### src/include/prescaled_timer_consts.vh
// Register offsets, field positions, reset values and timing counts
// for the prescaled timer/counter. Definitions only.
`ifndef PRESCALED_TIMER_CONSTS_VH
`define PRESCALED_TIMER_CONSTS_VH

// ======================================================================
// Register offsets
`define ADDR_COUNTER_LOW     2'h0
`define ADDR_COUNTER_HIGH    2'h1
`define ADDR_INT_CONTROL     2'h2
`define ADDR_TIMER_CONTROL   2'h3

// ======================================================================
// Timer control fields
`define BIT_RUN_CONTROL      7
`define BIT_WIDTH_SELECT     6
`define BIT_SOURCE_SELECT    5
`define BIT_EDGE_SELECT      4
`define BIT_PRESCALER_BYPASS 3
`define RATIO_MSB            2
`define RATIO_LSB            0

// ======================================================================
// Interrupt control fields
`define BIT_OVERFLOW_ENABLE  5
`define BIT_OVERFLOW_FLAG    2

// ======================================================================
// Reset values
`define RST_TIMER_CONTROL    8'hFF
`define RST_COUNTER_HIGH     8'h00
`define RST_INT_CONTROL      8'h00
`define RST_COUNTER          16'h0000

// ======================================================================
// Timing
`define WRITE_HOLD_CYCLES    2'h2

`endif

### src/design/prescaled_timer_counter.v
// Prescaled 8/16-bit timer/counter with overflow flag and buffered
// high byte. Assumes a register port in the clock domain, a count pin
// asynchronous to clk_i, and an instruction-cycle enable from outside.
`timescale 1ns/1ns
`include "prescaled_timer_consts.vh"

// What this block does
// - Control bit 7 set lets the counter run; cleared halts it.
// - Control bit 6 set gives 8-bit width; cleared gives 16-bit.
// - Control bit 5 set counts pin edges; cleared counts cycles.
// - Control bit 4 set counts falling pin edges; cleared rising.
// - Control bit 3 set bypasses the prescaler; cleared uses it.
// - Ratio code 000 divides by 2, each step doubles, 111 by 256.
// - Internal clock, no prescaler: count once per instruction cycle.
// - Any counter write holds off counting for two instruction cycles.
// - External pin is synchronised before counting, adding delay.
// - Prescaler is an 8-bit counter hidden from software.
// - Counter write clears the prescaler count, keeps its settings.
// - Prescaler assignment may change while running, no stop needed.
// - Overflow flag sets on wrap FFh->00h or FFFFh->0000h.
// - Cleared enable masks the request; flag still records wraps.
// - Sleep stops the counter, so no overflow can wake the core.
// - 16-bit mode: low-byte read copies true high byte to buffer.
// - 16-bit mode: low-byte write loads high byte from buffer.
// - 16-bit mode: true high byte reachable only via buffer.
module prescaled_timer_counter #(
   parameter PRESCALE_WIDTH = 8
) (
   input  wire       clk_i,
   input  wire       rst_b_i,
   input  wire       cycle_en_i,
   input  wire       sleep_i,
   input  wire       count_pin_i,
   input  wire [1:0] addr_i,
   input  wire [7:0] wdata_i,
   input  wire       wr_i,
   input  wire       rd_i,
   output reg  [7:0] rdata_o,
   output wire       overflow_irq_o
);

   // ===================================================================
   // Registers and state
   reg  [7:0]                timer_control;
   reg  [7:0]                counter_high_buffer;
   reg  [7:0]                int_other;
   reg                       overflow_flag;
   reg  [15:0]               counter;
   reg  [PRESCALE_WIDTH-1:0] prescale_count;
   reg  [1:0]                hold_count;
   reg                       pin_sync1;
   reg                       pin_sync2;
   reg                       pin_prev;

   wire run_control      = timer_control[`BIT_RUN_CONTROL];
   wire width_select     = timer_control[`BIT_WIDTH_SELECT];
   wire source_select    = timer_control[`BIT_SOURCE_SELECT];
   wire edge_select      = timer_control[`BIT_EDGE_SELECT];
   wire prescaler_bypass = timer_control[`BIT_PRESCALER_BYPASS];
   wire [2:0] prescale_ratio =
      timer_control[`RATIO_MSB:`RATIO_LSB];
   wire overflow_enable  = int_other[`BIT_OVERFLOW_ENABLE];

   // ===================================================================
   // Register decode
   // Register select, shared by every strobe decode
   function addr_hit;
      input       strobe;
      input [1:0] addr;
      input [1:0] target;
      begin
         addr_hit = strobe && (addr == target);
      end
   endfunction

   wire wr_low  = addr_hit(wr_i, addr_i, `ADDR_COUNTER_LOW);
   wire wr_high = addr_hit(wr_i, addr_i, `ADDR_COUNTER_HIGH);
   wire wr_int  = addr_hit(wr_i, addr_i, `ADDR_INT_CONTROL);
   wire wr_ctl  = addr_hit(wr_i, addr_i, `ADDR_TIMER_CONTROL);
   wire rd_low  = addr_hit(rd_i, addr_i, `ADDR_COUNTER_LOW);

   // An 8-bit mode write to the high address is treated as a counter
   // write as well, so both clear the prescaler and start the hold
   wire counter_write = wr_low || (wr_high && width_select);

   // ===================================================================
   // Clock source selection
   // Pin edges only ever looked at on the second synchroniser stage
   // synchronised pin edge
   wire pin_rise = pin_sync2 & ~pin_prev;
   wire pin_fall = ~pin_sync2 & pin_prev;

   wire ext_tick = edge_select ? pin_fall : pin_rise;
   wire src_tick = source_select ? ext_tick : cycle_en_i;

   wire active = run_control & ~sleep_i;

   // ===================================================================
   // Prescaler
   // Returns the prescaler bit whose rising toggle marks a ratio period
   function [PRESCALE_WIDTH-1:0] ratio_mask;
      input [2:0] code;
      begin
         ratio_mask = {PRESCALE_WIDTH{1'b0}};
         ratio_mask[code] = 1'b1;
      end
   endfunction

   // terminal when the ratio bit and all bits below it are set
   wire [PRESCALE_WIDTH-1:0] mask = ratio_mask(prescale_ratio);
   // Mask with all bits up to the ratio bit; no shift, so nothing is
   // lost off the top at the widest ratio
   wire [PRESCALE_WIDTH-1:0] low_bits = mask | (mask - 1'b1);
   wire pre_tick = ((prescale_count & low_bits) == low_bits);

   wire count_tick_raw = prescaler_bypass ? src_tick
                                          : (src_tick & pre_tick);

   wire count_tick = active & count_tick_raw & (hold_count == 2'h0);

   // ===================================================================
   // Counter and overflow
   wire [15:0] count_plus_one = counter + 16'h0001;

   wire wrap = width_select ? (counter[7:0] == 8'hFF)
                            : (counter == 16'hFFFF);

   // ===================================================================
   // Next-state values
   reg  [PRESCALE_WIDTH-1:0] next_prescale_count;
   reg  [1:0]                next_hold_count;
   reg  [15:0]               next_counter;
   reg  [7:0]                next_high_buffer;
   reg  [7:0]                next_timer_control;
   reg  [7:0]                next_int_other;
   reg                       next_overflow_flag;
   reg  [7:0]                next_rdata;

   // ===================================================================
   // Pin synchroniser
   // Only the second stage feeds the edge detector; the first stage
   // may still be settling and is read by nothing else
   always @(posedge clk_i) begin
      if (!rst_b_i) begin
         pin_sync1 <= 1'b0;
         pin_sync2 <= 1'b0;
         pin_prev  <= 1'b0;
      end else begin
         pin_sync1 <= count_pin_i;
         pin_sync2 <= pin_sync1;
         pin_prev  <= pin_sync2;
      end
   end

   // ===================================================================
   // Prescaler update
   always @* begin
      next_prescale_count = prescale_count;
      if (counter_write) begin
         next_prescale_count = {PRESCALE_WIDTH{1'b0}};
      end else if (active && src_tick && !prescaler_bypass) begin
         next_prescale_count = prescale_count + 1'b1;
      end
   end

   always @(posedge clk_i) begin
      if (!rst_b_i) begin
         prescale_count <= {PRESCALE_WIDTH{1'b0}};
      end else begin
         prescale_count <= next_prescale_count;
      end
   end

   // ===================================================================
   // Write hold
   // Counts instruction cycles, not clocks, so the hold length tracks
   // the instruction rate whatever the source or prescaler setting
   always @* begin
      next_hold_count = hold_count;
      if (counter_write) begin
         next_hold_count = `WRITE_HOLD_CYCLES;
      end else if (cycle_en_i && (hold_count != 2'h0)) begin
         next_hold_count = hold_count - 2'h1;
      end
   end

   always @(posedge clk_i) begin
      if (!rst_b_i) begin
         hold_count <= 2'h0;
      end else begin
         hold_count <= next_hold_count;
      end
   end

   // ===================================================================
   // Counter update
   // A write wins over a tick in the same cycle: the written value is
   // what software expects to see, and the hold follows it anyway
   always @* begin
      next_counter = counter;
      if (wr_low) begin
         next_counter[7:0] = wdata_i;
         if (!width_select) begin
            next_counter[15:8] = counter_high_buffer;
         end
      end else if (count_tick) begin
         if (width_select) begin
            next_counter[7:0] = count_plus_one[7:0];
         end else begin
            next_counter = count_plus_one;
         end
      end
   end

   always @(posedge clk_i) begin
      if (!rst_b_i) begin
         counter <= `RST_COUNTER;
      end else begin
         counter <= next_counter;
      end
   end

   // ===================================================================
   // High byte buffer
   always @* begin
      next_high_buffer = counter_high_buffer;
      if (wr_high) begin
         next_high_buffer = wdata_i;
      // latch high byte on low read
      end else if (rd_low && !width_select) begin
         next_high_buffer = counter[15:8];
      end
   end

   always @(posedge clk_i) begin
      if (!rst_b_i) begin
         counter_high_buffer <= `RST_COUNTER_HIGH;
      end else begin
         counter_high_buffer <= next_high_buffer;
      end
   end

   // ===================================================================
   // Control registers
   always @* begin
      next_timer_control = timer_control;
      next_int_other     = int_other;
      if (wr_ctl) begin
         next_timer_control = wdata_i;
      end
      if (wr_int) begin
         next_int_other = wdata_i;
      end
   end

   always @(posedge clk_i) begin
      if (!rst_b_i) begin
         timer_control <= `RST_TIMER_CONTROL;
         int_other     <= `RST_INT_CONTROL;
      end else begin
         timer_control <= next_timer_control;
         int_other     <= next_int_other;
      end
   end

   // ===================================================================
   // Overflow flag
   // Set beats a software clear in the same cycle, so a wrap is never
   // lost; the cost is that a clear may need repeating
   always @* begin
      next_overflow_flag = overflow_flag;
      if (count_tick && wrap) begin
         next_overflow_flag = 1'b1;
      end else if (wr_int) begin
         next_overflow_flag = wdata_i[`BIT_OVERFLOW_FLAG];
      end
   end

   always @(posedge clk_i) begin
      if (!rst_b_i) begin
         overflow_flag <= 1'b0;
      end else begin
         overflow_flag <= next_overflow_flag;
      end
   end

   assign overflow_irq_o = overflow_flag & overflow_enable;

   // ===================================================================
   // Read port
   // Data stands for one cycle only and is zero otherwise, so a stale
   // value can never be mistaken for a fresh read
   // high address returns buffer in 16-bit mode, true high byte in 8-bit mode
   always @* begin
      next_rdata = 8'h00;
      if (rd_i) begin
         case (addr_i)
            `ADDR_COUNTER_LOW: begin
               next_rdata = counter[7:0];
            end
            `ADDR_COUNTER_HIGH: begin
               if (width_select) begin
                  next_rdata = counter[15:8];
               end else begin
                  next_rdata = counter_high_buffer;
               end
            end
            `ADDR_INT_CONTROL: begin
               next_rdata = {int_other[7:3],
                             overflow_flag,
                             int_other[1:0]};
            end
            `ADDR_TIMER_CONTROL: begin
               next_rdata = timer_control;
            end
            default: begin
               next_rdata = 8'h00;
            end
         endcase
      end
   end

   always @(posedge clk_i) begin
      if (!rst_b_i) begin
         rdata_o <= 8'h00;
      end else begin
         rdata_o <= next_rdata;
      end
   end

endmodule

### config.mk
export PLATFORM = sky130hd
export DESIGN_NAME = prescaled_timer_counter
export DESIGN_NICKNAME = d
export VERILOG_FILES = /design/src/design/prescaled_timer_counter.v
export VERILOG_INCLUDE_DIRS = /design/src /design/src/include
export SDC_FILE = /design/constraint.sdc
export NUM_CORES = 1
export LEC_CHECK = 0
export BUFFER_PORTS_ARGS = -buffer_cell sky130_fd_sc_hd__buf_2
export CORE_MARGIN = 5
export CORE_UTILIZATION = 42
export CTS_CLUSTER_DIAMETER = 80
export DETAILED_ROUTE_END_ITERATION = 8
export GPL_ROUTABILITY_DRIVEN = 0
export SLEW_MARGIN = 20
export SYNTH_ARGS = -nofsm -noshare
export SYNTH_HDL_FRONTEND = slang
export SYNTH_SLANG_ARGS = --single-unit
### constraint.sdc
create_clock -name clk_i -period 4.2 [get_ports clk_i]
set_input_delay 0.42 -clock clk_i [delete_from_list [all_inputs] [get_ports clk_i]]
set_output_delay 0.42 -clock clk_i [all_outputs]
set_load 0.03 [all_outputs]
# After elaboration in Yosys (flattened, before gate mapping)
# Index checks and enable logic that the tools add are counted.
# classes
n_mux,17
magnitude_cmp,2
n_eq_ne,7
n_reduce_logical,25
addsub,4
bitwise_logic,13
# op_table
operator,n
two-way mux 16 bit,2
two-way mux 8 bit,4
case mux 8 bit (4 select lines),1
"adder 16 x 1 -> 16 bit, second input constant",1
"== test 16 bit, second input constant",1
logical AND 1 bit,12
nonzero test 2 bit,5
"adder 8 x 1 -> 8 bit, second input constant",1
bitwise AND 8 bit,1
== test 8 bit,1
"== test 8 bit, second input constant",1
OR 8 bit,1
"subtractor 8 x 1 -> 8 bit, second input constant",1
bitwise AND 1 bit,7
two-way mux 1 bit,7
"== test 2 bit, second input constant",2
logical NOT 2 bit,2
"less-than comparator 3 x 4 -> 1 bit, second input constant",1
two-way mux 2 bit,2
inverter 1 bit,4
AND reduction 2 bit,2
demux 1 bit (select 3 bit),1
"greater-or-equal comparator 3 x 1 -> 1 bit, second input constant",1
"== test 2 x 1 -> 1 bit, second input constant",1
5 further kinds,6
# word_totals
out_inout_bits,9
ff_bits,62
word_cells,81

# Longest topological paths before layout
# depth
word_depth,14
ltp_mapped,8
depth_no_buf,6

# Least setup slack after synthesis
# Ideal clock, no wire load.
# synth_path
path_kind,input to register
from,in addr_i[1]
to,reg rdata_o[4]
setup_time_ns,0.122
path_stages,4
path_buffers,2
t_arrival_ns,1.633
setup_slack_ns,2.445
cell_sequence,buf_2 buf_1 mux4_1 nor2b_1
# synth_between
elab_chain_cells,2
word_cells_on_any_way,5
cone_classes,eq/ne: 3; mux: 1; reduce/logical: 1
# synth_lines
item,line,source
start: declaration,prescaled_timer_counter.v:34,"input wire [1:0] addr_i,"
== test 2 bit (tied with other cells),prescaled_timer_counter.v:297,case (addr_i)
case mux 8 bit (4 select lines) *,prescaled_timer_counter.v:297,
end signal: assignment,prescaled_timer_counter.v:327,rdata_o <= next_rdata;
end: declaration,prescaled_timer_counter.v:38,"output reg [7:0] rdata_o,"
# Mark *: on every way between the ends. The rest lies on a longest branch, timed or not.
# A chain may end at the register's enable or synchronous reset.

# Worst setup path in the final report
# layout_path
from,reg timer_control[2]
to,reg counter[0]
# layout_between
elab_chain_cells,13
word_cells_on_any_way,14
cone_classes,add/sub: 1; order compare: 2; eq/ne: 1; mux: 3; bitwise: 5; reduce/logical: 2
# layout_lines
item,line,source
start: declaration,prescaled_timer_counter.v:44,reg [7:0] timer_control;
start signal: assignment,prescaled_timer_counter.v:258,timer_control <= `RST_TIMER_CONTROL;
start signal: assignment,prescaled_timer_counter.v:261,timer_control <= next_timer_control;
less-than comparator 3 x 4 -> 1 bit (implied by the code) / greater-or-equal comparator 3 x 1 -> 1 bit (equally long branches),prescaled_timer_counter.v:105,ratio_mask[code] = 1'b1;
logical AND 1 bit (implied by the code),prescaled_timer_counter.v:105,
two-way mux 1 bit (implied by the code),prescaled_timer_counter.v:105,
demux 1 bit (select 3 bit) *,prescaled_timer_counter.v:105,
subtractor 8 x 1 -> 8 bit,prescaled_timer_counter.v:113,wire [PRESCALE_WIDTH-1:0] low_bits = mask | (mask - 1'b1);
OR 8 bit *,prescaled_timer_counter.v:113,
bitwise AND 8 bit,prescaled_timer_counter.v:114,wire pre_tick = ((prescale_count & low_bits) == low_bits);
== test 8 bit *,prescaled_timer_counter.v:114,
bitwise AND 1 bit *,prescaled_timer_counter.v:117,: (src_tick & pre_tick);
two-way mux 1 bit *,prescaled_timer_counter.v:116,wire count_tick_raw = prescaler_bypass ? src_tick
bitwise AND 1 bit * (2 in series),prescaled_timer_counter.v:119,wire count_tick = active & count_tick_raw & (hold_count == 2'h0);
nonzero test 2 bit (no line) *,-,
end signal: assignment,prescaled_timer_counter.v:217,counter <= `RST_COUNTER;
end signal: assignment,prescaled_timer_counter.v:219,counter <= next_counter;
end: declaration,prescaled_timer_counter.v:48,reg [15:0] counter;
# Marked as above.

==> flow_summary_export.csv <==
group,metric,value,unit
run_status,outcome,"complete, no violations",
timing,worst_pin_slew,0.775,ns
clock_tree,htree_num_levels,3,
drt,ant_nets,0,
clock_tree,cts_tree,"done",
clock_tree,clk_latency,0.34,ns
worst_setup_path,critPathLaunchType,"register",
placement,post-dp-hpwl,5150,um
worst_setup_path,path_class,"reg2reg",
timing,tns,0,ns
pwr,netSwitchingPower,0.336,mW
drt,vias,2532,
clock_tree,cts_buffers,9,
floorplan,dieWidth,96.0,um
timing,drv_slew,0,
timing,post-route-min-period,2.10,ns
layout,fill_cells,714,
placement,io_buffers,25,
worst_setup_path,critPathTopFamily,"compound AO/OA/AOI/OAI gates",
synth,synth_nets,375,
floorplan,dieArea,9210,sq um
floorplan,initial_utilization,0.430,
synth,yosys.area.top_type,"dfxtp_1",
drt,drc,0,
floorplan,boundaryPins,26,
synth,netlist.area_leader.share,0.394,
drt,wl_met3,503,um
synth,ys_ff_latch,61,
timing,post-route-period-util,0.499,
clock_tree,ctsHoldBuffers,0,
timing,rsz0062_at_grt,"false",
clock_tree,path_clk_slew,0.07,ns
timing,setup_viol,0,
synth,postSynthCellCount,355,
worst_setup_path,r2r_slack,2.10,ns
grt,grt_pass1_wl,12000,um
drt,first_pass_iters,4,
pwr,report.power.total,1.30,mW
layout,drive_gt1_frac,0.181,
clock_tree,cts_resized,0,
synth,synth_area_leaders,"dfxtp_1, nand2_1, xnor2_1, mux4_2, a21oi_1",
pwr,pwr-share-comb,0.107,
drt,wl_met1,3400,um
worst_setup_path,cp_num_buf_inv,0,
worst_hold_path,min_path_cells,2,
drt,routedWlPerCell,15.3,um
pwr,peakVddDrop,0.195,mV
synth,synth.distinct_cells,48,
worst_setup_path,required,4.44,ns
pwr,leakage,1.24,nW
drt,top_layer_used,"met4",
worst_hold_path,worstHoldEndpoint,"pin_sync1",
clock_tree,postCtsSetupBuffers,0,
synth,synthFlopType,"dfxtp_1",
timing,skew,0.00663,ns
layout,diodes,0,
pwr,p_int,0.960,mW
timing,hold_violations,0,
grt,grt_max_degree,30,
pwr,p_seq_frac,0.485,
floorplan,core,7210,sq um
timing,clock.fmax,477,MHz
worst_hold_path,hp-class,"in2reg",
drt,vias_per_cell,5.33,
floorplan,rows,31,
synth,yosys_warnings,0,
synth,ys_async_sr_fraction,0,
layout,seq_area,1220,sq um
clock_tree,clock_path_buffers,2,
flow_run,maxCapViolCount,0,
layout,synthToLayoutAreaGrowth,11.5,%
worst_setup_path,critPathSlowestCell,"o211ai_2",
synth,synth_edf_count,0,
drt,drt_iter0_markers,117,
grt,antenna_found_initial,0,
grt,grt_pass1_vias,2387,
worst_setup_path,worstRegToRegCells,6,
worst_hold_path,hp-start,"count_pin_i",
worst_setup_path,r2r-start,"timer_control[2]",
worst_setup_path,crit_fanout,15,
synth,syn_area_per_cell,8.74,sq um
drt,routed_wirelength,7260,um
timing,slew-limit-headroom,0.482,
worst_setup_path,rr_endpoint,"counter[0]",
synth,synth_area,3100,sq um
grt,grtUsageTotal,0.173,
drt,wl_met2,3220,um
synth,synth_seq_area_share,0.394,
clock_tree,clockRootBuffer,"clkbuf_8",
pwr,p_per_area,375,nW/um^2
layout,multiInputGateArea,1760,sq um
floorplan,fp.dieH,96.0,um
worst_setup_path,path_cells,"a21oi_1 > o2111a_1 > o211ai_2 > nor2_1 > xnor2_1 > a211oi_1",
grt,overflow,0,
worst_setup_path,critPathArrivalTime,2.34,ns
clock_tree,cts.sinks,61,
pwr,swShare,0.259,
pwr,clkPwrFrac,0.409,
layout,fin_nets,392,
worst_setup_path,crit_path_max_incr_delay,0.60,ns
worst_setup_path,end_kind,"register",
==> power groups by stage <==
stage | combinational, mW | sequential (mW) | clock [mW]
final | 0.139 | 0.628 | 0.530
after global routing | 0.154 | 0.631 | 0.569
after CTS | 0.140 | 0.628 | 0.542
after detailed placement | 0.140 | 0.641 | 0
after global placement | 0.138 | 0.641 | 0
after floorplan | 0.104 | 0.638 | 0
==> registers in the layout, summed over array words and instances, names as in the netlist <==
| register | count |
|---|---|
| counter_high_buffer | 8 |
| counter | 16 |
| rdata_o | 8 |
| pin_sync2 | 1 |
| timer_control | 8 |
| overflow_flag | 1 |
| hold_count | 2 |
| pin_prev | 1 |
| pin_sync1 | 1 |
| prescale_count | 8 |
| int_other | 7 |
==> synthesized netlist by cell type (2+ instances only) <==
master    instances
inv_1             5
and3_1            4
xnor2_1          18
mux2_2            8
clkbuf_1         11
ha_1              3
nor3b_1           2
mux2i_1           9
nor2_1           26
nor2b_1          11
nand3b_1          3
nand3_1          16
buf_2             4
dfxtp_1          61
buf_6             2
nor4_2            3
mux4_2            6
nor3_1           12
nand2b_1          4
or2_2             2
o21ai_0          15
nor4_1            6
nand2_1          60
and4_1            2
a21oi_1          23
a211oi_1         11
and2_1            7
==> cells in the final DEF (no fill, tap or decap), types with 2 or more instances in the layout <==
cell type,instances
dfxtp_1,61
nand2_1,60
nor2_1,26
buf_2,25
a21oi_1,23
xnor2_1,18
nand3_1,16
o21ai_0,15
nor3_1,12
a211oi_1,11
nor2b_1,11
clkbuf_8,11
mux2i_1,9
mux2_2,8
and2_1,7
mux4_2,6
nor4_1,6
inv_1,5
and3_1,4
nand2b_1,4
nand3b_1,3
nor4_2,3
ha_1,3
or2_2,2
and4_1,2
nor3b_1,2
clkinv_2,2
==> metrics by stage <==
stage                     worst slack, ns  utilization  cell area [sq um]  hold WS, ns  cells
final                                2.10        0.480               3460        0.284    475
after global routing                 1.87        0.480               3460        0.280    475
after CTS                            2.09        0.480               3460        0.276    475
after detailed placement             1.88        0.452               3260        0.417    460
after global placement               1.94        0.452               3260        0.418    460
after floorplan                      2.44            -               3100        0.412    355
==> layer usage <==
metal  vias to the layer above  track usage
li1                       1279            -
met1                      1166        0.240
met2                        75        0.255
met3                        12       0.0422
met4                         0       0.0746
met5                         -            0
==> layout make-up <==
cell class	instances	share of cell area
well taps	99	0.0358
flip-flops and latches	61	0.353
clock inverters	4	0.0137
inverters	6	0.00651
multi-input cells	268	0.509
clock buffers	11	0.0437
repair buffers	26	0.0383
==> kinds of logic (layout without fill, tap and decap cells) <==
| group | Yosys count | count (layout) | share of synthesized area |
|---|---|---|---|
| AOI/OAI and AO/OA | 59 | 59 | 0.125 |
| and+or+nand+nor | 163 | 163 | 0.265 |
| DFF | 61 | 61 | 0.394 |
| adders and majority gates | 3 | 3 | 0.0121 |
| buffers and inverters | 26 | 47 | 0.0407 |
| xor gates and xnor gates | 19 | 19 | 0.0536 |
| muxes | 24 | 24 | 0.110 |
==> worst max-delay path by stage <==
stage	from	end	cells past startpoint	slack, ns
2_1_floorplan	addr_i[1]	rdata_o[4]	4	2.44
3_3_place_gp	addr_i[1]	counter[11]	7	1.94
3_5_place_dp	addr_i[1]	counter[11]	7	1.88
4_1_cts	timer_control[2]	counter[0]	6	2.09
5_1_grt	timer_control[2]	counter[2]	6	1.87
6_report	timer_control[2]	counter[0]	6	2.10
No activity file was read; power rests on OpenSTA's default activity.
